[src/adcis_defs.vh]
`ifndef ADCIS_DEFS_VH
`define ADCIS_DEFS_VH

// Register addresses
`define ADCIS_ADDR_W            8
`define ADCIS_ADDR_IDENT        8'h00
`define ADCIS_ADDR_STATUS       8'h01
`define ADCIS_DATA_W            8

// Identification register layout
`define ADCIS_ID_MODEL_HI       2
`define ADCIS_ID_MODEL_LO       0
`define ADCIS_ID_RSVD_HI        7
`define ADCIS_ID_RSVD_LO        3
// Arbitrary neutral values; the real part straps its own
`define ADCIS_MODEL_CODE_DEF    3'h7
`define ADCIS_ID_RSVD_DEF       5'h00

// Status register bit positions
`define ADCIS_ST_POR            7
`define ADCIS_ST_NOT_READY      6
`define ADCIS_ST_POS_HIGH       5
`define ADCIS_ST_POS_LOW        4
`define ADCIS_ST_NEG_HIGH       3
`define ADCIS_ST_NEG_LOW        2
`define ADCIS_ST_REF_THIRD      1
`define ADCIS_ST_REF_FLOOR      0
`define ADCIS_STATUS_RESET      8'h80

// Reference monitor enable field: one bit per reference flag
`define ADCIS_REFEN_FLOOR       0
`define ADCIS_REFEN_THIRD       1

// Comparator input vector layout
`define ADCIS_CMP_W             6
`define ADCIS_CMP_POS_HIGH      0
`define ADCIS_CMP_POS_LOW       1
`define ADCIS_CMP_NEG_HIGH      2
`define ADCIS_CMP_NEG_LOW       3
`define ADCIS_CMP_REF_THIRD     4
`define ADCIS_CMP_REF_FLOOR     5

`define ADCIS_ZERO8             8'h00

`endif

[src/adcis_sync2.v]
`timescale 1ns/1ps
`default_nettype none

module adcis_sync2 (
    // Clock and reset
    input  wire ref_clk,
    input  wire sys_rst,
    // Level in and out
    input  wire async_in,
    output wire sync_out
);

    reg stage1_q;
    reg stage2_q;

    // First stage feeds only the second stage
    always @(posedge ref_clk or posedge sys_rst) begin
        if (sys_rst) begin
            stage1_q <= 1'b0;
            stage2_q <= 1'b0;
        end else begin
            stage1_q <= async_in;
            stage2_q <= stage1_q;
        end
    end

    assign sync_out = stage2_q;

endmodule

`default_nettype wire

[src/adcis_id_status_regs.v]
`timescale 1ns/1ps
`default_nettype none
`include "adcis_defs.vh"

module adcis_id_status_regs #(
    parameter [2:0] MODEL_CODE = `ADCIS_MODEL_CODE_DEF,
    parameter [4:0] ID_RSVD    = `ADCIS_ID_RSVD_DEF
) (
    // Clock and reset
    input  wire                      ref_clk,
    input  wire                      sys_rst,
    // Register access from the command decoder
    input  wire [`ADCIS_ADDR_W-1:0]  reg_addr,
    input  wire                      register_read_command,
    input  wire                      register_write_command,
    input  wire [`ADCIS_DATA_W-1:0]  reg_wdata,
    output reg  [`ADCIS_DATA_W-1:0]  reg_rdata,
    output reg                       reg_rvalid,
    // Monitor enables from the configuration registers
    input  wire                      rail_monitor_enable,
    input  wire [1:0]                reference_monitor_enable,
    // Start-up state from the core
    input  wire                      device_not_ready,
    // Analog comparator outputs, asynchronous
    input  wire [`ADCIS_CMP_W-1:0]   cmp_raw,
    // Status view for the rest of the device
    output wire [`ADCIS_DATA_W-1:0]  status_flags
);

    wire [`ADCIS_CMP_W-1:0] cmp_sync;

    // Comparators toggle freely near a threshold, so each is synchronised alone
    genvar gi;
    generate
        for (gi = 0; gi < `ADCIS_CMP_W; gi = gi + 1) begin : g_sync
            adcis_sync2 u_sync (
                .ref_clk  (ref_clk),
                .sys_rst  (sys_rst),
                .async_in (cmp_raw[gi]),
                .sync_out (cmp_sync[gi])
            );
        end
    endgenerate

    function addr_hit;
        input [`ADCIS_ADDR_W-1:0] a;
        input [`ADCIS_ADDR_W-1:0] target;
        begin
            addr_hit = (a == target);
        end
    endfunction

    reg power_on_event_flag_q;
    reg power_on_event_flag_d;
    reg pos_out_near_high_rail_q;
    reg pos_out_near_low_rail_q;
    reg neg_out_near_high_rail_q;
    reg neg_out_near_low_rail_q;
    reg ref_below_third_supply_q;
    reg ref_below_floor_q;
    reg not_ready_q;

    wire status_wr = register_write_command & addr_hit(reg_addr, `ADCIS_ADDR_STATUS);

    // Reset or a host write to the status register with bit 7 high sets the flag; such a write with bit 7 low is the sole clear path
    always @* begin
        power_on_event_flag_d = power_on_event_flag_q;
        if (status_wr) begin
            power_on_event_flag_d = reg_wdata[`ADCIS_ST_POR];
        end
    end

    // Monitor flags follow their comparators and are forced low while disabled
    always @(posedge ref_clk or posedge sys_rst) begin
        if (sys_rst) begin
            power_on_event_flag_q    <= 1'b1;
            pos_out_near_high_rail_q <= 1'b0;
            pos_out_near_low_rail_q  <= 1'b0;
            neg_out_near_high_rail_q <= 1'b0;
            neg_out_near_low_rail_q  <= 1'b0;
            ref_below_third_supply_q <= 1'b0;
            ref_below_floor_q        <= 1'b0;
            not_ready_q              <= 1'b0;
        end else begin
            power_on_event_flag_q    <= power_on_event_flag_d;
            pos_out_near_high_rail_q <= rail_monitor_enable
                                        & cmp_sync[`ADCIS_CMP_POS_HIGH];
            pos_out_near_low_rail_q  <= rail_monitor_enable
                                        & cmp_sync[`ADCIS_CMP_POS_LOW];
            neg_out_near_high_rail_q <= rail_monitor_enable
                                        & cmp_sync[`ADCIS_CMP_NEG_HIGH];
            neg_out_near_low_rail_q  <= rail_monitor_enable
                                        & cmp_sync[`ADCIS_CMP_NEG_LOW];
            ref_below_third_supply_q <= reference_monitor_enable[`ADCIS_REFEN_THIRD]
                                        & cmp_sync[`ADCIS_CMP_REF_THIRD];
            ref_below_floor_q        <= reference_monitor_enable[`ADCIS_REFEN_FLOOR]
                                        & cmp_sync[`ADCIS_CMP_REF_FLOOR];
            not_ready_q              <= device_not_ready;
        end
    end

    assign status_flags = {power_on_event_flag_q,
                           not_ready_q,
                           pos_out_near_high_rail_q,
                           pos_out_near_low_rail_q,
                           neg_out_near_high_rail_q,
                           neg_out_near_low_rail_q,
                           ref_below_third_supply_q,
                           ref_below_floor_q};

    // Read data is registered; unmapped addresses read as zero
    always @(posedge ref_clk or posedge sys_rst) begin
        if (sys_rst) begin
            reg_rdata  <= `ADCIS_ZERO8;
            reg_rvalid <= 1'b0;
        end else begin
            reg_rvalid <= register_read_command;
            if (register_read_command) begin
                if (addr_hit(reg_addr, `ADCIS_ADDR_IDENT)) begin
                    reg_rdata <= {ID_RSVD, MODEL_CODE};
                end else if (addr_hit(reg_addr, `ADCIS_ADDR_STATUS)) begin
                    reg_rdata <= status_flags;
                end else begin
                    reg_rdata <= `ADCIS_ZERO8;
                end
            end
        end
    end

endmodule

`default_nettype wire

[config.mk]
export PLATFORM = sky130hd
export DESIGN_NAME = adcis_id_status_regs
export DESIGN_NICKNAME = d
export VERILOG_FILES = /design/src/adcis_sync2.v /design/src/adcis_id_status_regs.v
export VERILOG_INCLUDE_DIRS = /design/src /design/src/src
export SDC_FILE = /design/constraint.sdc
export NUM_CORES = 1
export LEC_CHECK = 0
export BUFFER_PORTS_ARGS = -buffer_cell sky130_fd_sc_hd__clkbuf_2
export CORE_MARGIN = 1.5
export CORE_UTILIZATION = 48
export CTS_CLUSTER_DIAMETER = 50
export DETAILED_ROUTE_END_ITERATION = 7
export GPL_TIMING_DRIVEN = 0
export PLACE_DENSITY = 0.91
export SYNTH_ARGS = -nofsm -noshare
export SYNTH_HDL_FRONTEND = slang
export SYNTH_SLANG_ARGS = --single-unit
[constraint.sdc]
create_clock -name ref_clk -period 1.8 [get_ports ref_clk]
set_input_delay 0.09 -clock ref_clk [delete_from_list [all_inputs] [get_ports ref_clk]]
set_output_delay 0.09 -clock ref_clk [all_outputs]
set_load 0.005 [all_outputs]
## Word-level counts from Yosys, hierarchy flattened

Cells that the tools add are included.
Widths: inputs -> output; s select.

- Register bits: 29

- Eq/ne operators: 1
- Reductions and logical operators: 1
- Bitwise gates (word level): 7
- Mux-type cells: 2

Operators by type and width:

| kind | number |
|---|---|
| $mux 8 | 2 |
| $eq 8x1->1 const B | 1 |
| $logic_not 8->1 | 1 |
| $and 1x1->1 | 7 |

## Depth between registers and ports, before layout

Gate-level depths: netlist of the first run.

- Depth after elaboration: 3
- Gate-level depth with buffers: 3
- Gate-level depth less buffers: 3

## Cells and area by module

A second synthesis of the first run with hierarchy kept.

- Cell total of the unflattened synthesis: 81
- Area total of the unflattened synthesis: 1071.0 um2

Modules (own cells, without submodules):

| module | instances | seq. area each (um2) | cells an instance | area an instance (um2) |
|---|---|---|---|---|
| adcis_id_status_regs | 1 | 426.7 | 63 | 748.2 |
| adcis_sync2 | 6 | 50.0 | 3 | 53.8 |

## Worst setup path after synthesis of the first run

Ideal clock, no wire load.

- Path type: input port to flip-flop
- Start point: input port reg_addr[7]
- End point: register power_on_event_flag_q
- Stages: 3
- Setup slack: 0.923 ns
- Data arrival time: 0.794 ns
- Required time: 1.718 ns
- Path through: nor4_4 > nand3_1 > mux2_4

- Cells in the longest elaborated chain, start to end: 2

Ends and longest elaborated chain:

| item | RTL line | RTL |
|---|---|---|
| start, declared | adcis_id_status_regs.v:13 | `` input wire [`ADCIS_ADDR_W-1:0] reg_addr, `` |
| $eq 8x1->1 | adcis_id_status_regs.v:49 | `addr_hit = (a == target);` |
| $and 1x1->1 | adcis_id_status_regs.v:63 | `` wire status_wr = register_write_command & addr_hit(reg_addr, `ADCIS_ADDR_STATUS); `` |
| end signal, assigned | adcis_id_status_regs.v:85 | `power_on_event_flag_q <= power_on_event_flag_d;` |
| end, declared | adcis_id_status_regs.v:53 | `reg power_on_event_flag_q;` |

No other way between the ends.
A chain may end at the register's enable or synchronous reset.

## Worst setup path in the final report of the first run

- Start point: register power_on_event_flag_q
- End point: output port status_flags[7]

RTL lines:

| item | RTL line | RTL |
|---|---|---|
| end, declared | adcis_id_status_regs.v:27 | `` output wire [`ADCIS_DATA_W-1:0] status_flags `` |

No word-level cell between the ends.

==> impl_metrics.ini, run 1 <==
[synth]
synth_top_area_share_pct = 66.8
yosys_warnings = 0
syn_nets = 105
yosysTopAreaCell = dfrtp_1
synth_flop_cell = dfrtp_1
synthTopCellsByArea = dfrtp_1, buf_4, and2_1
synth_area_mm2 = 0.00105
synth_common_cells = dfrtp_1, buf_4, and2_1, inv_1, nand2_1
ys_seq_area_share_pct = 69.3
synth-seq-cells = 29
postSynthAreaPerCell_um2 = 14.0
synth_cells = 75
async_reset_ff_share_pct = 100
synth_edf_count = 0
yosysUniqueCellTypes = 16
synth.most_common_cell = dfrtp_1

[drt]
firstDrtPassIters = 3
vias = 750
final_antenna_net_count = 0
drc = 0
wl_per_cell_um = 12.1
viasPerCell = 4.66
dr.first_iter.drc_count = 7
drt-total-wl_um = 1950

[power_and_ir_drop]
p_comb_share_pct = 9.4
ir_worst_vdd_uv = 635
fin_total_pwr_mw = 1.17
p_switching_mw = 0.282
power.density_mw_per_mm2 = 803
power_frac_seq_pct = 58.6
clock_power_share_pct = 32.0
switching_share_pct = 24.1
p_leak_nw = 0.729
p_int_mw = 0.886

[clocking]
cts_buffer_depth = 2
cts_tree = yes
h-tree-depth = 2
clk_latency_ps = 330
cts_made_buffers = 5
clkSinkCount = 29
post-cts-setup-buffers = 0
root_buffer = clkbuf_4
path_clk_slew_ps = 100

[sta]
setup_viol = 0
finalCritPeriodShare_pct = 65.8
max_slew_margin_pct = 31.7
grt_setup_unrepaired = false
fin_setup_tns_ps = 0
min_period_ps = 1180
hold_ws_ps = -25.6
drv_slew = 0
skew_ps = 11.7
tightestPinTransition_ps = 1020
hold_viol = 28
clock.fmax_mhz = 845

[floorplanning]
die_height_um = 49.7
die_w_um = 49.7
initial_core_util_pct = 52.4
die_area_mm2 = 0.00247
rows = 16
ios = 47
coreArea_mm2 = 0.00200

[grt]
grt_pass1_wl_um = 3120
grtUsageTotal_pct = 17.8
antenna_found_initial = 0
grt_start_max_net_pins = 30
first_global_vias = 753
grt_overflow = 0

[setup_path]
crit_required_ps = 1710
end_kind = output pin
worst_path_largest_cell_delay_ps = 560
critPathMaxFanout = 3
cp_slowest_cell = dfstp_2
worstPathArrival_ps = 1090
crit_path_start_kind = flip-flop
crit_chain = buf_4, clkbuf_2
worstSetupPathType = flip-flop to output pin

[cells_and_area]
layout-drive-gt1-share_pct = 44.8
multi_input_area_um2 = 235
fin_nets = 163
syn2layout_area_growth_pct = 38.5
diodes = 0
fill_cells = 156
seq_area_um2 = 727

[hold_path]
hold_path.class = primary input to async pin

[flow_run]
maxCapViolCount = 0

[placement]
io_buffers = 39
dp_hpwl_um = 1380
routabilityCongestion = 0.739

[outcome]
run_status = finished, violations left
violations = hold timing
==> cell type report <==
| cell class | instances | area share, % |
|---|---|---|
| plain buffers | 9 | 4.39 |
| clock buffers | 5 | 2.58 |
| clock inverters | 3 | 1.21 |
| inverters | 6 | 1.55 |
| multi-input cells | 31 | 16.2 |
| flip-flops and latches | 29 | 50.0 |
| well taps | 27 | 2.33 |
| repair buffers | 51 | 21.7 |
==> critical path: cells and delay by family, from the launching register on <==
family	cells	cell delay, ps
buf+inv	2	200
flops	1	560
==> worst paths after layout <==
path	from	endpoint	slack (ps)	depth (start not counted)
max	power_on_event_flag_q	status_flags[7]	620	2
min	sys_rst	pos_out_near_low_rail_q	-30	2
max reg2reg	ref_below_third_supply_q	reg_rdata[1]	950	2
min reg2reg	g_sync[1].u_sync.stage1_q	g_sync[1].u_sync.sync_out	360	0
max in group asynchronous	sys_rst	ref_below_third_supply_q	1200	2
min in group ref_clk	register_write_command	power_on_event_flag_q	100	3
==> power by group through the flow <==
stage / sequential [mW] / combinational, mW / clock (mW)
6_report: 0.684 / 0.110 / 0.373
5_1_grt: 0.687 / 0.121 / 0.417
3_5_place_dp: 0.698 / 0.0906 / 0
4_1_cts: 0.685 / 0.111 / 0.388
2_1_floorplan: 0.695 / 0.0417 / 0
3_3_place_gp: 0.696 / 0.0873 / 0
==> state kept, by name, indices dropped and copies added, names as in the netlist <==
name	cells
g_sync.u_sync.stage1_q	6
g_sync.u_sync.sync_out	6
neg_out_near_high_rail_q	1
neg_out_near_low_rail_q	1
not_ready_q	1
pos_out_near_high_rail_q	1
pos_out_near_low_rail_q	1
power_on_event_flag_q	1
ref_below_floor_q	1
ref_below_third_supply_q	1
reg_rdata	8
reg_rvalid	1
==> metrics by stage <==
stage / std cells / utilization (%) / cell area (um^2) / worst slack, ps / hold WS (ps)
after global placement: 141 / 63.8 / 1280 / 751 / 198
after detailed placement: 141 / 63.8 / 1280 / 695 / 200
after CTS: 161 / 72.6 / 1450 / 609 / 8.30
after global routing: 161 / 72.6 / 1450 / 583 / 90.1
final: 161 / 72.6 / 1450 / 616 / -25.6
after floorplan: 75 / - / 1050 / 923 / 121
==> cells in the final DEF (no fill, tap or decap) <==
cell and count:
clkbuf_1 1, nor4b_4 1, nor4_4 1, a31o_1 3
nand3_1 1, dlygate4sd3_1 12, dfrtp_1 28, and2_1 6
clkinv_2 2, inv_1 6, o22ai_1 5, nand2_1 6
nor2b_1 3, nor4b_2 1, buf_4 8, clkinvlp_4 1
dfstp_2 1, clkbuf_2 39, nand2b_1 3, clkbuf_4 5
mux2_4 1
==> timing repair <==
action / CTS / global route
endpoints found under the hold margin: 15 / 0
hold buffers: 12 / 0
gates resized for setup: 0 / 0
==> routing by layer <==
layer | vias to the layer above | routed length (um) | GRT usage, %
met5 | - | 0 | 0
met4 | 0 | 51 | 9.72
met3 | 8 | 144 | 7.58
met2 | 38 | 1030 | 30.2
met1 | 352 | 723 | 18.2
li1 | 352 | - | -
==> kinds of logic (layout without fill, tap and decap cells) <==
group	after synthesis	after routing	synth area share [%]
flip-flops	29	29	69.3
AND/OR/NAND/NOR	22	22	15.5
buffers and inverters	15	74	8.23
AO/OA/AOI/OAI	8	8	5.49
multiplexers	1	1	1.43
No activity file was read; power rests on OpenSTA's default activity.
==> inputs of run 2 (changes only) <==
Settings changed: CORE_UTILIZATION 48 to 45, PLACE_DENSITY 0.91 to 0.87.
Clock period 1.8 ns to 1.2 ns, I/O delays scaled along.
==> run 2 against run 1 <==
  * The flow still finishes with violations (hold timing)
  * Clock-buffer cell count is 3 higher
  * Clock skew is 8.0 ps lower
  * Routed wire length is 8.8% lower
  * Highest routed layer unchanged
  * Setup slack worse by 530 ps
  * Non-clock buffer count is 1 lower
  * Final cell count stayed put
  * Register-to-register slack worse by 590 ps
  * Via count is 4.1% lower
  * Sequential power is 51% higher
  * Sequential share of layout area is 0.30 points higher
==> impl_metrics.ini, run 2 (synthesis gave the netlist of run 1 again) <==
[outcome]
run_status = finished, violations left
violations = hold timing

[drt]
dr.first_iter.drc_count = 5
drt-total-wl_um = 1780
vias = 719
final_antenna_net_count = 0
viasPerCell = 4.47
wl_per_cell_um = 11.1
drc = 0
firstDrtPassIters = 2

[placement]
routabilityCongestion = 0.695
place_worst_setup_slack_ps = 136
placed_area_mm2 = 0.00128
io_buffers = 39
dp_hpwl_um = 1280

[setup_path]
critPathMaxFanout = 3
crit_required_ps = 1140
reg2reg_depth = 2
crit_path_start_kind = flip-flop
cp_top_family = flip-flops
rrSetupSlack_ps = 360
rr_startpoint = ref_below_third_supply_q
worst_r2r_endpoint = reg_rdata[1]
worstPathArrival_ps = 1060
worstSetupPathType = flip-flop to output pin
crit_cells = 2
worst_path_largest_cell_delay_ps = 550
end_kind = output pin
path_buf_inv = 2
crit_chain = buf_4, clkbuf_2
cp_slowest_cell = dfstp_2

[clocking]
root_buffer = clkbuf_4
clkSinkCount = 29
cts_made_buffers = 5
ctsResizeCount = 0
h-tree-depth = 2
cts_tree = yes
post-cts-setup-buffers = 0
clk_latency_ps = 310
path_clk_slew_ps = 80
cts_buffer_depth = 2

[power_and_ir_drop]
power_frac_seq_pct = 59.9
p_leak_nw = 0.724
switching_share_pct = 21.8
p_int_mw = 1.34
p_switching_mw = 0.373
p_comb_share_pct = 9.5
ir_worst_vdd_uv = 823
fin_total_pwr_mw = 1.71
clock_power_share_pct = 30.6
power.density_mw_per_mm2 = 1190

[cells_and_area]
largest_register_ffs = 8
syn2layout_area_growth_pct = 37.7
fill_cells = 170
diodes = 0
layout_commonest_cell = clkbuf_2
layout-drive-gt1-share_pct = 42.9
layout_common_cells = clkbuf_2, dfrtp_1, dlygate4sd3_1, buf_4
top_register = reg_rdata
fin_nets = 162
finalInstanceArea_mm2 = 0.00144

[grt]
antenna_found_initial = 0
grt_pass1_wl_um = 3010
grt_overflow = 0
grt_start_max_net_pins = 30
grtUsageTotal_pct = 16.8
first_global_vias = 734

[floorplanning]
initial_core_util_pct = 47.4
die_area_mm2 = 0.00263
die_w_um = 51.3
coreArea_mm2 = 0.00221
ios = 47
die_height_um = 51.3
rows = 17

[sta]
hold_ws_ps = -34.4
drv_slew = 0
hold_viol = 28
skew_ps = 3.75
clock.fmax_mhz = 896
tightestPinTransition_ps = 1030
fin_setup_tns_ps = 0
max_slew_margin_pct = 31.3
finalCritPeriodShare_pct = 93.0
min_period_ps = 1120
setup_viol = 0
setup_ws_ps = 83.5
grt_setup_unrepaired = false

[hold_path]
hold_path.class = primary input to async pin

[flow_run]
maxCapViolCount = 0
## run 2: cell count changes in the layout (fill, tap and decap cells not counted), sizes merged
| cell | delta |
|---|---|
| clkinv | -2 |
| clkbuf | +2 |
| clkinvlp | -1 |
## run 2: area by class of cell
class                   instances  area, um^2  share of cell area (%)
flip-flops and latches         29         727                    50.3
clock buffers                   8        48.8                    3.38
plain buffers                   8        60.1                    4.16
inverters                       6        22.5                    1.56
multi-input cells              31         235                    16.3
well taps                      28        35.0                    2.43
repair buffers                 51         315                    21.8
## run 2: power by group through the flow
stage | logic, mW | clock network [mW] | registers (mW)
after floorplan | 0.0625 | 0 | 1.04
after CTS | 0.166 | 0.547 | 1.03
after detailed placement | 0.135 | 0 | 1.05
after global placement | 0.130 | 0 | 1.04
after global routing | 0.180 | 0.608 | 1.03
final | 0.162 | 0.524 | 1.03
## run 2: worst max-delay path by stage
stage                          startpoint                    end  slack (ps)
global placement              reg_addr[7]           reg_rdata[2]         190
CTS                 power_on_event_flag_q        status_flags[7]          70
detailed placement            reg_addr[7]           reg_rdata[1]         140
global route        power_on_event_flag_q        status_flags[7]          20
floorplan                     reg_addr[7]  power_on_event_flag_q         350
finish              power_on_event_flag_q        status_flags[7]          80
## run 2: per-stage QoR
stage                     utilization (%)  hold slack [ps]  std cells
after floorplan                         -             91.4         75
after global placement               57.8              168        142
after detailed placement             57.8              170        142
after CTS                            65.4            -5.08        162
after global routing                 65.3             40.2        161
final                                65.3            -34.4        161
## run 2: what timing repair did
item | 4_1_cts | 5_1_grt
hold buffers | 12 | 0
hold endpoints to repair | 42 | 0
setup endpoints to repair | 0 | 1
## run 2: worst register-to-register path, cell delays in order, from the launching register on
cell and delay (ps):
dfrtp_1 380, nand2b_1 140, a31o_1 220
## run 2: routing by layer
layer  track usage (%)  vias to the layer above  wire length [um]
li1                  -                      349                 -
met1              16.6                      333               683
met2              29.4                       34               899
met3              7.89                        3               159
met4              7.89                        0                38
met5                 0                        -                 0
